## src/shared/bil_defs.svh

```systemverilog
// Constants of the boot image loader: placement, header layout, spare layout, limits and clocks.
// Assumes the includer wants plain `define values; types live in bil_pkg.
//
// Contract
// - SD/MMC and SSD keep block zero reserved; image read starts at block one.
// - eMMC image starts at block zero and is read from there.
// - Raw NAND and hybrid flash image starts at page zero.
// - NAND spare area: first 12 bytes for OS, ECC parity from the 13th byte.
// - 8-bit ECC mode expects 13 parity bytes per page.
// - 16-bit ECC mode expects 26 parity bytes per page.
// - Length is read from the header first, then exactly that many bytes are copied.
// - After the copy the copied bytes are summed and compared with the header checksum.
// - Match hands over execution; mismatch retries on SD channel 2, 4-bit bus.
// - Checksum adds each byte into an unsigned 32-bit sum; length counts bytes.
// - SD/MMC and eMMC copies run the card at 20 MHz from the secondary PLL.
// - 8-bit ECC page read accepts only 8-bit bus NAND with 2048 or 4096 byte pages.
// - 4-bit ECC page read accepts only 16-bit bus, 2048 byte page, five address cycles.
// - A separate 8-bit ECC page read serves 128 pages per block, 2K pages.
// - SSD copy offers PIO and UDMA, each with start block, count and destination.
// - eMMC copy uses the bus width that the caller selects.
// - First-stage image is at most 16 KB.
// - Header-bearing image executes at 0xd0020010, just past its header.
// - Header checksum is taken from the loaded copy at 0xd0020008.
// - Headerless images sit at 0xd0020000 with no header check; the loader treats every image as header-bearing and checks its header.
`ifndef BIL_DEFS_SVH
`define BIL_DEFS_SVH
`define BIL_BLOCK_SHIFT      9
`define BIL_SDSSD_FIRST_BLK  32'h0000_0001
`define BIL_EMMC_FIRST_BLK   32'h0000_0000
`define BIL_NAND_FIRST_PAGE  32'h0000_0000
`define BIL_SPARE_OS_BYTES   6'h0c
`define BIL_SPARE_SMALL      8'h40
`define BIL_ECC8_PARITY      5'h0d
`define BIL_ECC16_PARITY     5'h1a
`define BIL_IMG_MAX          32'h0000_4000
`define BIL_HDR_BYTES        32'h0000_0010
`define BIL_HDR_LEN_OFS      2'h0
`define BIL_HDR_CSUM_OFS     2'h2
`define BIL_SRAM_BASE        32'hd002_0000
`define BIL_HDR_CSUM_ADDR    32'hd002_0008
`define BIL_EXEC_ADDR        32'hd002_0010
`define BIL_FALLBACK_CH      2'h2
`define BIL_FALLBACK_WIDTH   5'h04
`define BIL_SD_CLK_HZ        20000000
`define BIL_PAGE_2K          13'h0800
`define BIL_PAGE_4K          13'h1000
`define BIL_PPB_128          9'h080
`define BIL_ADDR_CYC_5       3'h5
`endif

```

## src/shared/bil_pkg.sv

```systemverilog
// Types shared by the boot image loader modules.
// Assumes bil_defs.svh supplies the numeric constants.
package bil_pkg;
  typedef enum logic [2:0] {BIL_DEV_SD, BIL_DEV_EMMC, BIL_DEV_SSD, BIL_DEV_NAND, BIL_DEV_HYBRID} bil_dev_t;
  typedef enum logic [1:0] {BIL_ECC_NONE, BIL_ECC4, BIL_ECC8, BIL_ECC16} bil_ecc_t;
  typedef enum logic [2:0] {
    BIL_SVC_NAND8, BIL_SVC_NAND4, BIL_SVC_NAND8_128P, BIL_SVC_SD,
    BIL_SVC_EMMC, BIL_SVC_HYBRID, BIL_SVC_SSD_PIO, BIL_SVC_SSD_UDMA
  } bil_svc_kind_t;

  typedef struct packed {
    logic        en;
    bil_dev_t    dev;
    logic [1:0]  chan;
    logic [4:0]  bus_width;
    logic [31:0] start_unit;
    bil_ecc_t    ecc;
    logic [4:0]  ecc_parity;
    logic [5:0]  ecc_ofs;
    logic        udma;
    logic        clk_secondary;
    logic [7:0]  clk_div;
  } bil_media_cmd_t;

  typedef struct packed {
    logic       valid;
    logic       err;
    logic [7:0] data;
  } bil_media_rsp_t;

  typedef struct packed {
    logic        valid;
    logic [31:0] addr;
    logic [7:0]  data;
  } bil_mem_wr_t;

  typedef struct packed {
    logic [12:0] page_bytes;
    logic        bus16;
    logic [2:0]  addr_cycles;
    logic [8:0]  pages_per_block;
  } bil_nand_geom_t;

  typedef struct packed {
    logic          valid;
    bil_svc_kind_t kind;
    logic [31:0]   block;
    logic [15:0]   page;
    logic [15:0]   count;
    logic [31:0]   dest;
    logic [4:0]    bus_width;
  } bil_svc_req_t;
endpackage : bil_pkg

```

## src/design/bil_loader.sv

```systemverilog
// Boot image loader: fetches the header-bearing first-stage image into internal SRAM,
// checks its byte sum, falls back to SD channel 2, then serves device-to-memory copies.
// Assumes the media controller and the memory write port sit on core_clk.
`include "bil_defs.svh"
module bil_loader #(
  parameter int unsigned SEC_PLL_HZ = 80000000
) (
  input  wire logic                    core_clk,
  input  wire logic                    rst,
  input  wire logic                    boot_start,
  input  wire bil_pkg::bil_dev_t       boot_dev,
  input  wire bil_pkg::bil_ecc_t       boot_ecc,
  input  wire logic [4:0]              boot_bus_width,
  input  wire bil_pkg::bil_nand_geom_t nand_geom,
  input  wire bil_pkg::bil_media_rsp_t media_rsp,
  input  wire bil_pkg::bil_svc_req_t   svc_req,
  output bil_pkg::bil_media_cmd_t      media_cmd,
  output bil_pkg::bil_mem_wr_t         mem_wr,
  output logic                         boot_done,
  output logic                         boot_ok,
  output logic                         boot_fallback,
  output logic [31:0]                  exec_addr,
  output logic                         svc_busy,
  output logic                         svc_done,
  output logic                         svc_ok
);
  import bil_pkg::*;

  localparam int unsigned SD_DIV = SEC_PLL_HZ / `BIL_SD_CLK_HZ;

  initial begin
    if (SD_DIV < 1 || SD_DIV > 255 || SD_DIV * `BIL_SD_CLK_HZ != SEC_PLL_HZ) begin
      $error("SEC_PLL_HZ must be a whole multiple of the card clock, 1 to 255 times");
    end
  end

  typedef enum logic [3:0] {
    ST_IDLE, ST_OPEN, ST_HDR, ST_DATA, ST_CHECK, ST_RETRY, ST_DONE, ST_SVC_OPEN, ST_SVC
  } bil_state_t;

  bil_state_t     state_ff;
  bil_media_cmd_t cmd_ff;
  bil_mem_wr_t    wr_ff;
  bil_svc_req_t   svc_ff;
  logic [31:0]    cnt_ff;
  logic [31:0]    len_ff;
  logic [31:0]    csum_ff;
  logic [31:0]    svc_total_ff;
  logic [31:0]    exec_ff;
  logic           fallback_ff;
  logic           done_ff;
  logic           ok_ff;
  logic           svc_done_ff;
  logic           svc_ok_ff;
  logic           svc_busy_ff;
  logic [31:0]    sum;

  function automatic logic [31:0] first_unit(input bil_dev_t dev);
    case (dev)
      BIL_DEV_SD, BIL_DEV_SSD: first_unit = `BIL_SDSSD_FIRST_BLK;
      BIL_DEV_EMMC:            first_unit = `BIL_EMMC_FIRST_BLK;
      default:                 first_unit = `BIL_NAND_FIRST_PAGE;
    endcase
  endfunction : first_unit

  function automatic logic [4:0] ecc_parity(input bil_ecc_t ecc);
    case (ecc)
      BIL_ECC8:  ecc_parity = `BIL_ECC8_PARITY;
      BIL_ECC16: ecc_parity = `BIL_ECC16_PARITY;
      default:   ecc_parity = 5'h00;
    endcase
  endfunction : ecc_parity

  // Fills in the fields every media request shares; the caller sets what differs.
  function automatic bil_media_cmd_t make_cmd(input bil_dev_t dev, input logic [1:0] chan,
                                              input logic [4:0] width, input logic [31:0] unit,
                                              input bil_ecc_t ecc, input logic udma);
    bil_media_cmd_t c;
    c               = '0;
    c.en            = 1'b1;
    c.dev           = dev;
    c.chan          = chan;
    c.bus_width     = width;
    c.start_unit    = unit;
    c.ecc           = ecc;
    c.ecc_parity    = ecc_parity(ecc);
    c.ecc_ofs       = `BIL_SPARE_OS_BYTES;
    c.udma          = udma;
    c.clk_secondary = (dev == BIL_DEV_SD) || (dev == BIL_DEV_EMMC);
    c.clk_div       = 8'(SD_DIV);
    make_cmd        = c;
  endfunction : make_cmd

  // Geometry that each NAND page service will accept.
  function automatic logic svc_geom_ok(input bil_svc_kind_t kind, input bil_nand_geom_t g);
    case (kind)
      BIL_SVC_NAND8:
        svc_geom_ok = !g.bus16 && (g.page_bytes == `BIL_PAGE_2K || g.page_bytes == `BIL_PAGE_4K);
      BIL_SVC_NAND4:
        svc_geom_ok = g.bus16 && g.page_bytes == `BIL_PAGE_2K && g.addr_cycles == `BIL_ADDR_CYC_5;
      BIL_SVC_NAND8_128P:
        svc_geom_ok = !g.bus16 && g.page_bytes == `BIL_PAGE_2K && g.pages_per_block == `BIL_PPB_128;
      default:
        svc_geom_ok = 1'b1;
    endcase
  endfunction : svc_geom_ok

  function automatic logic [31:0] svc_bytes(input bil_svc_req_t r, input bil_nand_geom_t g);
    case (r.kind)
      BIL_SVC_NAND8, BIL_SVC_NAND4, BIL_SVC_NAND8_128P: svc_bytes = {19'h0_0000, g.page_bytes};
      BIL_SVC_HYBRID: svc_bytes = 32'(r.count) * 32'(g.page_bytes);
      default:        svc_bytes = {7'h00, r.count, 9'h000}; // blocks of 512 bytes
    endcase
  endfunction : svc_bytes

  logic byte_in;
  logic hdr_last;
  logic len_bad;
  logic data_last;
  logic load_err;
  logic sum_match;
  logic attempt_fail;
  logic svc_last;
  logic svc_abort;
  logic svc_refuse;

  assign byte_in      = media_rsp.valid && cmd_ff.en;
  assign hdr_last     = state_ff == ST_HDR && byte_in && !media_rsp.err && cnt_ff == `BIL_HDR_BYTES - 32'h1;
  assign len_bad      = len_ff == 32'h0 || len_ff > `BIL_IMG_MAX;
  assign data_last    = state_ff == ST_DATA && byte_in && !media_rsp.err && cnt_ff + 32'h1 == len_ff;
  assign load_err     = (state_ff == ST_HDR || state_ff == ST_DATA) && media_rsp.valid && media_rsp.err;
  assign sum_match    = sum == csum_ff;
  assign attempt_fail = load_err || (hdr_last && len_bad) || (state_ff == ST_CHECK && !sum_match);
  assign svc_last     = state_ff == ST_SVC && byte_in && !media_rsp.err && cnt_ff + 32'h1 == svc_total_ff;
  assign svc_abort    = state_ff == ST_SVC && media_rsp.valid && media_rsp.err;
  // Requests before the boot load has finished are answered at once with a failure.
  assign svc_refuse   = svc_req.valid && !done_ff;

  bil_sum_acc u_sum (
    .core_clk (core_clk),
    .rst      (rst),
    .clr      (state_ff == ST_OPEN),
    .add      (state_ff == ST_DATA && byte_in && !media_rsp.err),
    .data     (media_rsp.data),
    .sum_ff   (sum)
  );

  always_ff @(posedge core_clk or posedge rst) begin
    if (rst) begin
      state_ff <= ST_IDLE;
    end else begin
      case (state_ff)
        ST_IDLE:     if (boot_start) state_ff <= ST_OPEN;
        ST_OPEN:     state_ff <= ST_HDR;
        ST_HDR: begin
          if (attempt_fail) begin
            state_ff <= fallback_ff ? ST_DONE : ST_RETRY;
          end else if (hdr_last) begin
            state_ff <= ST_DATA;
          end
        end
        ST_DATA: begin
          if (attempt_fail) begin
            state_ff <= fallback_ff ? ST_DONE : ST_RETRY;
          end else if (data_last) begin
            state_ff <= ST_CHECK;
          end
        end
        ST_CHECK: begin
          if (sum_match) begin
            state_ff <= ST_DONE;
          end else begin
            state_ff <= fallback_ff ? ST_DONE : ST_RETRY;
          end
        end
        ST_RETRY:    state_ff <= ST_OPEN;
        ST_DONE:     if (svc_req.valid) state_ff <= ST_SVC_OPEN;
        ST_SVC_OPEN: state_ff <= svc_geom_ok(svc_ff.kind, nand_geom) ? ST_SVC : ST_DONE;
        ST_SVC:      if (svc_last || svc_abort) state_ff <= ST_DONE;
        default:     state_ff <= ST_IDLE;
      endcase
    end
  end

  // One counter serves header, image and service bytes; it restarts at each phase.
  always_ff @(posedge core_clk or posedge rst) begin
    if (rst) begin
      cnt_ff <= 32'h0;
    end else if (state_ff == ST_OPEN || hdr_last || state_ff == ST_SVC_OPEN) begin
      cnt_ff <= 32'h0;
    end else if (byte_in && !media_rsp.err) begin
      cnt_ff <= cnt_ff + 32'h1;
    end
  end

  // Header fields are caught little-endian as they stream past; they are the same bytes
  // that land at the header addresses in SRAM, so no read-back is needed.
  always_ff @(posedge core_clk or posedge rst) begin
    if (rst) begin
      len_ff  <= 32'h0;
      csum_ff <= 32'h0;
    end else if (state_ff == ST_HDR && byte_in && !media_rsp.err) begin
      if (cnt_ff[3:2] == `BIL_HDR_LEN_OFS) begin
        len_ff[cnt_ff[1:0]*8 +: 8] <= media_rsp.data;
      end
      if (cnt_ff[3:2] == `BIL_HDR_CSUM_OFS) begin
        csum_ff[cnt_ff[1:0]*8 +: 8] <= media_rsp.data;
      end
    end
  end

  always_ff @(posedge core_clk or posedge rst) begin
    if (rst) begin
      fallback_ff <= 1'b0;
    end else if (state_ff == ST_RETRY) begin
      fallback_ff <= 1'b1;
    end
  end

  always_ff @(posedge core_clk or posedge rst) begin
    if (rst) begin
      cmd_ff <= '0;
    end else begin
      case (state_ff)
        ST_OPEN: begin
          if (fallback_ff) begin
            cmd_ff <= make_cmd(BIL_DEV_SD, `BIL_FALLBACK_CH, `BIL_FALLBACK_WIDTH,
                               first_unit(BIL_DEV_SD), BIL_ECC_NONE, 1'b0);
          end else begin
            cmd_ff <= make_cmd(boot_dev, 2'h0, boot_bus_width, first_unit(boot_dev),
                               boot_dev == BIL_DEV_NAND ? boot_ecc : BIL_ECC_NONE, 1'b0);
          end
        end
        ST_HDR, ST_DATA: begin
          if (attempt_fail || data_last) begin
            cmd_ff.en <= 1'b0; // Stops the stream on a failure, or else after exactly the header plus len bytes.
          end
        end
        ST_SVC_OPEN: begin
          if (svc_geom_ok(svc_ff.kind, nand_geom)) begin
            case (svc_ff.kind)
              BIL_SVC_NAND8, BIL_SVC_NAND8_128P:
                cmd_ff <= make_cmd(BIL_DEV_NAND, 2'h0, 5'h08,
                                   32'(svc_ff.block * nand_geom.pages_per_block) + {16'h0, svc_ff.page},
                                   BIL_ECC8, 1'b0);
              BIL_SVC_NAND4:
                cmd_ff <= make_cmd(BIL_DEV_NAND, 2'h0, 5'h10,
                                   32'(svc_ff.block * nand_geom.pages_per_block) + {16'h0, svc_ff.page},
                                   BIL_ECC4, 1'b0);
              BIL_SVC_HYBRID:
                cmd_ff <= make_cmd(BIL_DEV_HYBRID, 2'h0, 5'h10,
                                   32'(svc_ff.block * nand_geom.pages_per_block) + {16'h0, svc_ff.page},
                                   BIL_ECC_NONE, 1'b0);
              BIL_SVC_SD:
                cmd_ff <= make_cmd(BIL_DEV_SD, 2'h0, 5'h04, svc_ff.block, BIL_ECC_NONE, 1'b0);
              BIL_SVC_EMMC:
                cmd_ff <= make_cmd(BIL_DEV_EMMC, 2'h0, svc_ff.bus_width, svc_ff.block,
                                   BIL_ECC_NONE, 1'b0);
              default:
                cmd_ff <= make_cmd(BIL_DEV_SSD, 2'h0, 5'h10, svc_ff.block, BIL_ECC_NONE,
                                   svc_ff.kind == BIL_SVC_SSD_UDMA);
            endcase
          end
        end
        ST_SVC: begin
          if (svc_last || svc_abort) begin
            cmd_ff.en <= 1'b0;
          end
        end
        default: cmd_ff.en <= 1'b0;
      endcase
    end
  end

  // Memory write port: header and image go to SRAM from its base, copies go to the caller's buffer.
  always_ff @(posedge core_clk or posedge rst) begin
    if (rst) begin
      wr_ff <= '0;
    end else begin
      wr_ff.valid <= 1'b0;
      wr_ff.data  <= media_rsp.data;
      if (byte_in && !media_rsp.err) begin
        case (state_ff)
          ST_HDR: begin
            wr_ff.valid <= 1'b1;
            wr_ff.addr  <= `BIL_SRAM_BASE + cnt_ff;
          end
          ST_DATA: begin
            wr_ff.valid <= 1'b1;
            wr_ff.addr  <= `BIL_EXEC_ADDR + cnt_ff;
          end
          ST_SVC: begin
            wr_ff.valid <= 1'b1;
            wr_ff.addr  <= svc_ff.dest + cnt_ff;
          end
          default: wr_ff.valid <= 1'b0;
        endcase
      end
    end
  end

  always_ff @(posedge core_clk or posedge rst) begin
    if (rst) begin
      done_ff <= 1'b0;
      ok_ff   <= 1'b0;
      exec_ff <= 32'h0;
    end else if (state_ff == ST_CHECK && sum_match) begin
      done_ff <= 1'b1;
      ok_ff   <= 1'b1;
      exec_ff <= `BIL_EXEC_ADDR;
    end else if (attempt_fail && fallback_ff) begin
      done_ff <= 1'b1;
      ok_ff   <= 1'b0;
    end
  end

  always_ff @(posedge core_clk or posedge rst) begin
    if (rst) begin
      svc_ff       <= '0;
      svc_total_ff <= 32'h0;
    end else if (state_ff == ST_DONE && svc_req.valid) begin
      svc_ff       <= svc_req;
      svc_total_ff <= svc_bytes(svc_req, nand_geom);
    end
  end

  always_ff @(posedge core_clk or posedge rst) begin
    if (rst) begin
      svc_done_ff <= 1'b0;
      svc_ok_ff   <= 1'b0;
    end else begin
      svc_done_ff <= 1'b0;
      if (svc_refuse) begin
        svc_done_ff <= 1'b1;
        svc_ok_ff   <= 1'b0;
      end else if (state_ff == ST_SVC_OPEN && !svc_geom_ok(svc_ff.kind, nand_geom)) begin
        svc_done_ff <= 1'b1;
        svc_ok_ff   <= 1'b0;
      end else if (svc_last || svc_abort) begin
        svc_done_ff <= 1'b1;
        svc_ok_ff   <= svc_last;
      end
    end
  end

  always_ff @(posedge core_clk or posedge rst) begin
    if (rst) begin
      svc_busy_ff <= 1'b0;
    end else begin
      svc_busy_ff <= (state_ff == ST_DONE && svc_req.valid) || (state_ff == ST_SVC && !svc_last && !svc_abort)
                     || (state_ff == ST_SVC_OPEN && svc_geom_ok(svc_ff.kind, nand_geom));
    end
  end

  assign media_cmd     = cmd_ff;
  assign mem_wr        = wr_ff;
  assign boot_done     = done_ff;
  assign boot_ok       = ok_ff;
  assign boot_fallback = fallback_ff;
  assign exec_addr     = exec_ff;
  assign svc_busy      = svc_busy_ff;
  assign svc_done      = svc_done_ff;
  assign svc_ok        = svc_ok_ff;
endmodule : bil_loader

```

## src/design/bil_sum_acc.sv

```systemverilog
// Unsigned 32-bit byte-sum accumulator for image checking.
// Assumes clear and add come from logic on core_clk.
module bil_sum_acc (
  input  wire logic        core_clk,
  input  wire logic        rst,
  input  wire logic        clr,
  input  wire logic        add,
  input  wire logic [7:0]  data,
  output logic      [31:0] sum_ff
);
  // Clear wins over add: a new attempt never inherits a stale byte.
  always_ff @(posedge core_clk or posedge rst) begin
    if (rst) begin
      sum_ff <= 32'h0000_0000;
    end else if (clr) begin
      sum_ff <= 32'h0000_0000;
    end else if (add) begin
      sum_ff <= sum_ff + {24'h00_0000, data};
    end
  end
endmodule : bil_sum_acc

```

## config.mk

```make
export PLATFORM = sky130hd
export DESIGN_NAME = bil_loader
export DESIGN_NICKNAME = d
export VERILOG_FILES = /design/src/shared/bil_pkg.sv /design/src/design/bil_loader.sv /design/src/design/bil_sum_acc.sv
export VERILOG_INCLUDE_DIRS = /design/src /design/src/shared
export SDC_FILE = /design/constraint.sdc
export NUM_CORES = 2
export LEC_CHECK = 0
export ABC_AREA = 0
export BUFFER_PORTS_ARGS = -buffer_cell sky130_fd_sc_hd__buf_2
export CELL_PAD_IN_SITES_DETAIL_PLACEMENT = 0
export CELL_PAD_IN_SITES_GLOBAL_PLACEMENT = 1
export CORE_ASPECT_RATIO = 0.5
export CORE_MARGIN = 3
export CORE_UTILIZATION = 48
export CTS_CLUSTER_DIAMETER = 60
export DETAILED_ROUTE_END_ITERATION = 10
export PLACE_DENSITY_LB_ADDON = 0.08
export SKIP_CTS_REPAIR_TIMING = 1
export SLEW_MARGIN = 20
export SYNTH_ARGS = -nofsm -noshare
export SYNTH_HDL_FRONTEND = slang
export SYNTH_SLANG_ARGS = --single-unit
export TNS_END_PERCENT = 1
```

## constraint.sdc

```tcl
create_clock -name core_clk -period 12.81 [get_ports core_clk]
set_input_delay 1.281 -clock core_clk [delete_from_list [all_inputs] [get_ports core_clk]]
set_output_delay 1.281 -clock core_clk [all_outputs]
set_load 0.01 [all_outputs]
```

; ---- Word-level counts from Yosys, hierarchy flattened
; Cells that the tools add are included.
[totals]
ff_bits = 366
wordCells = 198
[classes]
muxes = 44
mul = 2
addsub = 7
eq_ne = 38
shift = 2
magnitude_cmp = 1
n_reduce_logical = 72
[op_table]
columns = operator, n
row1 = one-hot mux 65 bit (5 select lines), 1
row2 = one-hot mux 65 bit (2 select lines), 1
row3 = two-way mux 32 bit, 4
row4 = == test 32 bit, 3
row5 = one-hot mux 32 bit (3 select lines), 1
row6 = two-way mux 66 bit, 1
row7 = two-way mux 65 bit, 1
row8 = "adder 32 bit, first input constant", 2
row9 = bitwise mux 32 bit, 2
row10 = one-hot mux 29 bit (2 select lines), 1
row11 = one-hot mux 4 bit (9 select lines), 1
row12 = negation 5 -> 34 bit, 1
row13 = "variable shift 8 x 34 -> 32 bit, first input constant", 1
row14 = indexed part select 8 x 34 -> 32 bit, 1
row15 = two-way mux 33 bit, 1
row16 = "adder 32 x 1 -> 32 bit, second input constant", 1
row17 = adder 32 x 16 -> 32 bit, 1
row18 = adder 32 bit, 1
row19 = adder 32 x 8 -> 32 bit, 1
row20 = "== test 32 x 4 -> 1 bit, second input constant", 1
row21 = "greater-than comparator 32 x 15 -> 1 bit, second input constant", 1
row22 = logical NOT 32 bit, 1
row23 = multiplier 32 x 9 -> 32 bit, 1
row24 = two-way mux 4 bit, 8
row25 = other kinds (33), 128

; ---- Longest topological paths before layout
[logic_depth]
word_depth = 10
depth_mapped = 25

; ---- By module
; A second synthesis with hierarchy kept.
[hier_totals]
hier_cells = 3912
hier_area_um2 = 34637.0
[modules_own_cells]
columns = mod, cells_per_inst, seq_area_each_um2, instances, area_per_inst_um2
row1 = bil_loader, 3694, 7857.5, 1, 32585.0
row2 = bil_sum_acc, 218, 800.8, 1, 2052.0

; ---- Least setup slack after synthesis
; OpenSTA, ideal clock, no wires.
[synth_timing]
path_kind = input port to flip-flop
start = input port nand_geom[15] (netlist bit)
end = register svc_total_ff[27]
path_buffers = 2
setup_ps = 131
setup_slack_ps = 5971
required_ps = 12679
arrival_time_ps = 6708
path_stages = 22
path_cell_list = clkbuf_1 clkbuf_1 nand2_1 fa_1 inv_1 fa_1 fa_1 inv_1 fa_1 fa_1 inv_1 ha_1 o21a_1 nor2_1 o31ai_1 a311oi_1 o21ai_0 nand2b_1 a31o_2 a31oi_1 xor2_1 o21ai_0
[synth_between]
elab_chain_len = 2
[synth_rtl]
columns = item, line
row1 = start: declaration, bil_loader.sv:14  ; input wire bil_pkg::bil_nand_geom_t nand_geom,
row2 = multiplier 16 x 13 -> 29 bit, bil_loader.sv:111  ; BIL_SVC_HYBRID: svc_bytes = 32'(r.count) * 32'(g.page_bytes);
row3 = one-hot mux 29 bit (2 select lines), bil_loader.sv:109  ; case (r.kind)
row4 = end signal: assignment, bil_loader.sv:323  ; svc_total_ff <= svc_bytes(svc_req, nand_geom);
row5 = end: declaration, bil_loader.sv:48  ; logic [31:0] svc_total_ff;
; Every way passes these cells.
; A chain may end at the register's enable or synchronous reset.

; ---- Worst setup path in the final report
[layout_timing]
start = input port nand_geom[2] (netlist bit)
end = register cmd_ff (netlist bit media_cmd[51])
[layout_between]
elab_chain_len = 6
word_cells_on_any_way = 11
[layout_rtl]
columns = item, line
row1 = branches (longest 6 deep; another with multiplier 32 x 9 -> 32 bit), -
row2 = end signal: assignment, bil_loader.sv:227  ; cmd_ff <= make_cmd(BIL_DEV_SD, `BIL_FALLBACK_CH, `BIL_FALLBACK_WIDTH,
row3 = end signal: assignment, bil_loader.sv:230  ; cmd_ff <= make_cmd(boot_dev, 2'h0, boot_bus_width, first_unit(boot_dev),
row4 = end signal: assignment, bil_loader.sv:243  ; cmd_ff <= make_cmd(BIL_DEV_NAND, 2'h0, 5'h08,
row5 = end: declaration, bil_loader.sv:42  ; bil_media_cmd_t cmd_ff;
; Parallel ways; which one is timed is not known. The select of a mux whose other input is x is not followed.

==> impl_metrics.py <==
metrics = {
    "setup_path": {
        "crit_type": "in -> reg",
        "reg2reg_to": "media_cmd[51]",
        "path_max_fanout": 31,
        "crit_path_end_kind": "register",
        "crit_start": "nand_geom[2]",
        "r2r_cells": 22,
        "cp.required_ns": 13.27,
        "arrival_ns": 7.45,
        "reg2reg_slack_ns": 6.46,
        "r2r_start": "svc_ff[74]",
        "start_kind": "input port",
    },
    "route": {
        "wl_met1_um": 44400,
        "ant_nets": 0,
        "wl_met2_um": 48400,
        "routed.top_layer": "met4",
        "drcViolationCount": 0,
        "wirelength_um": 101000,
        "drt_pass1_iterations": 8,
        "vias": 27500,
        "wire_per_inst_um": 20.5,
        "wl_met3_um": 5150,
        "drt_iter0_drc": 1870,
        "viasPerCell": 5.58,
    },
    "sta": {
        "setup_viol": 0,
        "hold_violations": 0,
        "drv_slew": 0,
        "rsz0062_at_grt": "no",
        "tightest_slew_ns": 1.07,
        "finalSetupTns_ns": 0,
        "skew_ns": 0.0195,
        "timing.final.ws_setup_ns": 5.82,
        "min_period_ns": 6.99,
        "slew_headroom": 0.282,
        "max_freq_ghz": 0.143,
        "min_period_over_period": 0.545,
    },
    "layout": {
        "nets": 4648,
        "final_cell_mix": "nand2_1, inv_1, fa_1",
        "syn_to_final_growth_pct": 8.53,
        "final_common_cell": "nand2_1",
        "multiInputGateArea_sq_um": 23200,
        "fin_util": 0.534,
        "drive_gt1_frac": 0.121,
        "ff_latch_area_sq_um": 8660,
        "stdcell_count": 4938,
        "nFillCells": 6672,
    },
    "floorplan": {
        "die-area_sq_um": 75100,
        "die_x_um": 385,
        "die_h_um": 195,
        "floorplan.initialDensity": 0.492,
        "ios": 299,
        "core_sq_um": 69900,
        "rows": 68,
    },
    "cts": {
        "htreeDepth": 2,
        "cts_sinks": 346,
        "clk_latency_ns": 0.60,
        "cts.clk_slew.worst_paths_ns": 0.06,
        "cts_tree": "yes",
        "cts_buffer_depth": 3,
        "clock-root-buffer": "clkbuf_16",
        "numCtsBuffers": 39,
    },
    "global_routing": {
        "grt_max_degree": 104,
        "grt_pass1_wl_um": 161000,
        "antenna_found_initial": 1,
        "gr-total-overflow": 0,
        "first_global_vias": 28200,
        "grt_usage": 0.275,
    },
    "synthesis": {
        "avgSynthCellArea_sq_um": 8.92,
        "ys_ff_latch": 346,
        "ys.flop_type": "dfrtp_1",
        "synth_area_sq_um": 34400,
        "async_flop_share": 1.00,
        "yosysWarnings": 0,
        "yosysUniqueCellTypes": 93,
        "ys_seq_area_frac": 0.252,
        "synth_cells": 3856,
        "synth_edf_count": 0,
    },
    "min_path": {
        "hold_start": "mem_wr[33]",
        "holdPathEnd": "mem_wr[33]",
        "whs_path_depth": 2,
        "hold_path_class": "reg -> reg",
    },
    "place": {
        "hpwl_um": 75600,
        "place_ws_ns": 5.26,
        "routabilityCongestion": 0.916,
        "io_buffers": 259,
        "place_inst": 4867,
    },
    "flow_run": {
        "drv_cap": 0,
    },
    "outcome": {
        "outcome": "complete, no violations",
    },
}
through the flow:
step,hold WS [ns],instance area [sq um]
after floorplan,0.450,34500
after global placement,0.448,36000
after detailed placement,0.455,36000
after CTS,0.468,37300
after global routing,0.482,37300
final,0.461,37300
synth_stat cells, types with 29 or more instances:
library cell,number,share of area
nand2_1,594,0.065
nor2_1,189,0.021
ha_1,184,0.067
o21ai_0,227,0.033
clkbuf_1,173,0.019
inv_1,413,0.045
a21oi_1,133,0.019
xnor2_1,141,0.036
dfrtp_1,346,0.25
a31oi_1,29,0.0053
nand3_1,85,0.012
nor3_1,48,0.0070
nor4_1,41,0.0075
and2_1,197,0.036
buf_4,56,0.012
a21o_1,36,0.0079
fa_1,347,0.20
mux2_2,88,0.029
xor2_1,114,0.029
worst max-delay path: stages:
cell      delay [ns]
buf_2           0.58
nand2_1         0.17
fa_1            0.56
inv_1           0.05
fa_1            0.50
inv_1           0.05
fa_1            0.47
inv_1           0.05
fa_1            0.52
inv_1           0.05
fa_1            0.50
inv_1           0.04
ha_1            0.35
a21oi_1         0.18
nor2_1          0.05
a211oi_1        0.16
o21ai_0         0.32
a2111o_1        0.57
a21oi_1         0.23
a21oi_1         0.16
a22oi_1         0.31
mux2i_1         0.21
o21ai_0         0.08
cell families after synthesis:
logic type               count (synthesis)  share of synthesized area
AO/OA/AOI/OAI                          620                      0.112
XOR/XNOR                               260                     0.0681
adder cells (fa/ha/maj)                531                      0.269
buffers and inverters                  668                     0.0806
flip-flops                             346                      0.252
multiplexers                            99                     0.0320
other                                    1                   0.000109
AND/OR/NAND/NOR                       1331                      0.187
cell type report:
cell class / count / share of cell area
Antenna cell: 1 / 0.0000670
Clock buffer: 50 / 0.0286
Sequential cell: 346 / 0.232
Tap cell: 945 / 0.0317
Multi-Input combinational cell: 2880 / 0.621
Inverter: 414 / 0.0418
Timing Repair Buffer: 282 / 0.0393
Clock inverter: 20 / 0.00603
flip-flops by register name, indices dropped and copies added, names as in the netlist:
register       cells
svc_ff            88
media_cmd         49
csum_ff           32
svc_done           1
boot_done          1
boot_fallback      1
svc_total_ff      29
state_ff           4
cnt_ff            32
mem_wr            41
svc_busy           1
boot_ok            1
len_ff            32
svc_ok             1
u_sum.sum_ff      32
exec_addr          1
how the worst max path moves through the flow:
stage	end	slack, ns	cells after the start
finish	media_cmd[51]	5.82	23
global route	media_cmd[54]	5.39	21
CTS	media_cmd[54]	5.88	21
detailed placement	media_cmd[54]	5.26	21
global placement	media_cmd[54]	5.35	21
floorplan	boot_done	1.94	1
per-layer routing:
layer,GRT usage,up-vias
li1,-,12800
met1,0.371,13900
met2,0.455,663
met3,0.0432,185
met4,0.0890,0
met5,0,-
Power is left out: the tool's default activity adds up to more than one toggle a clock period on the data nets, which glitch-free logic cannot reach.
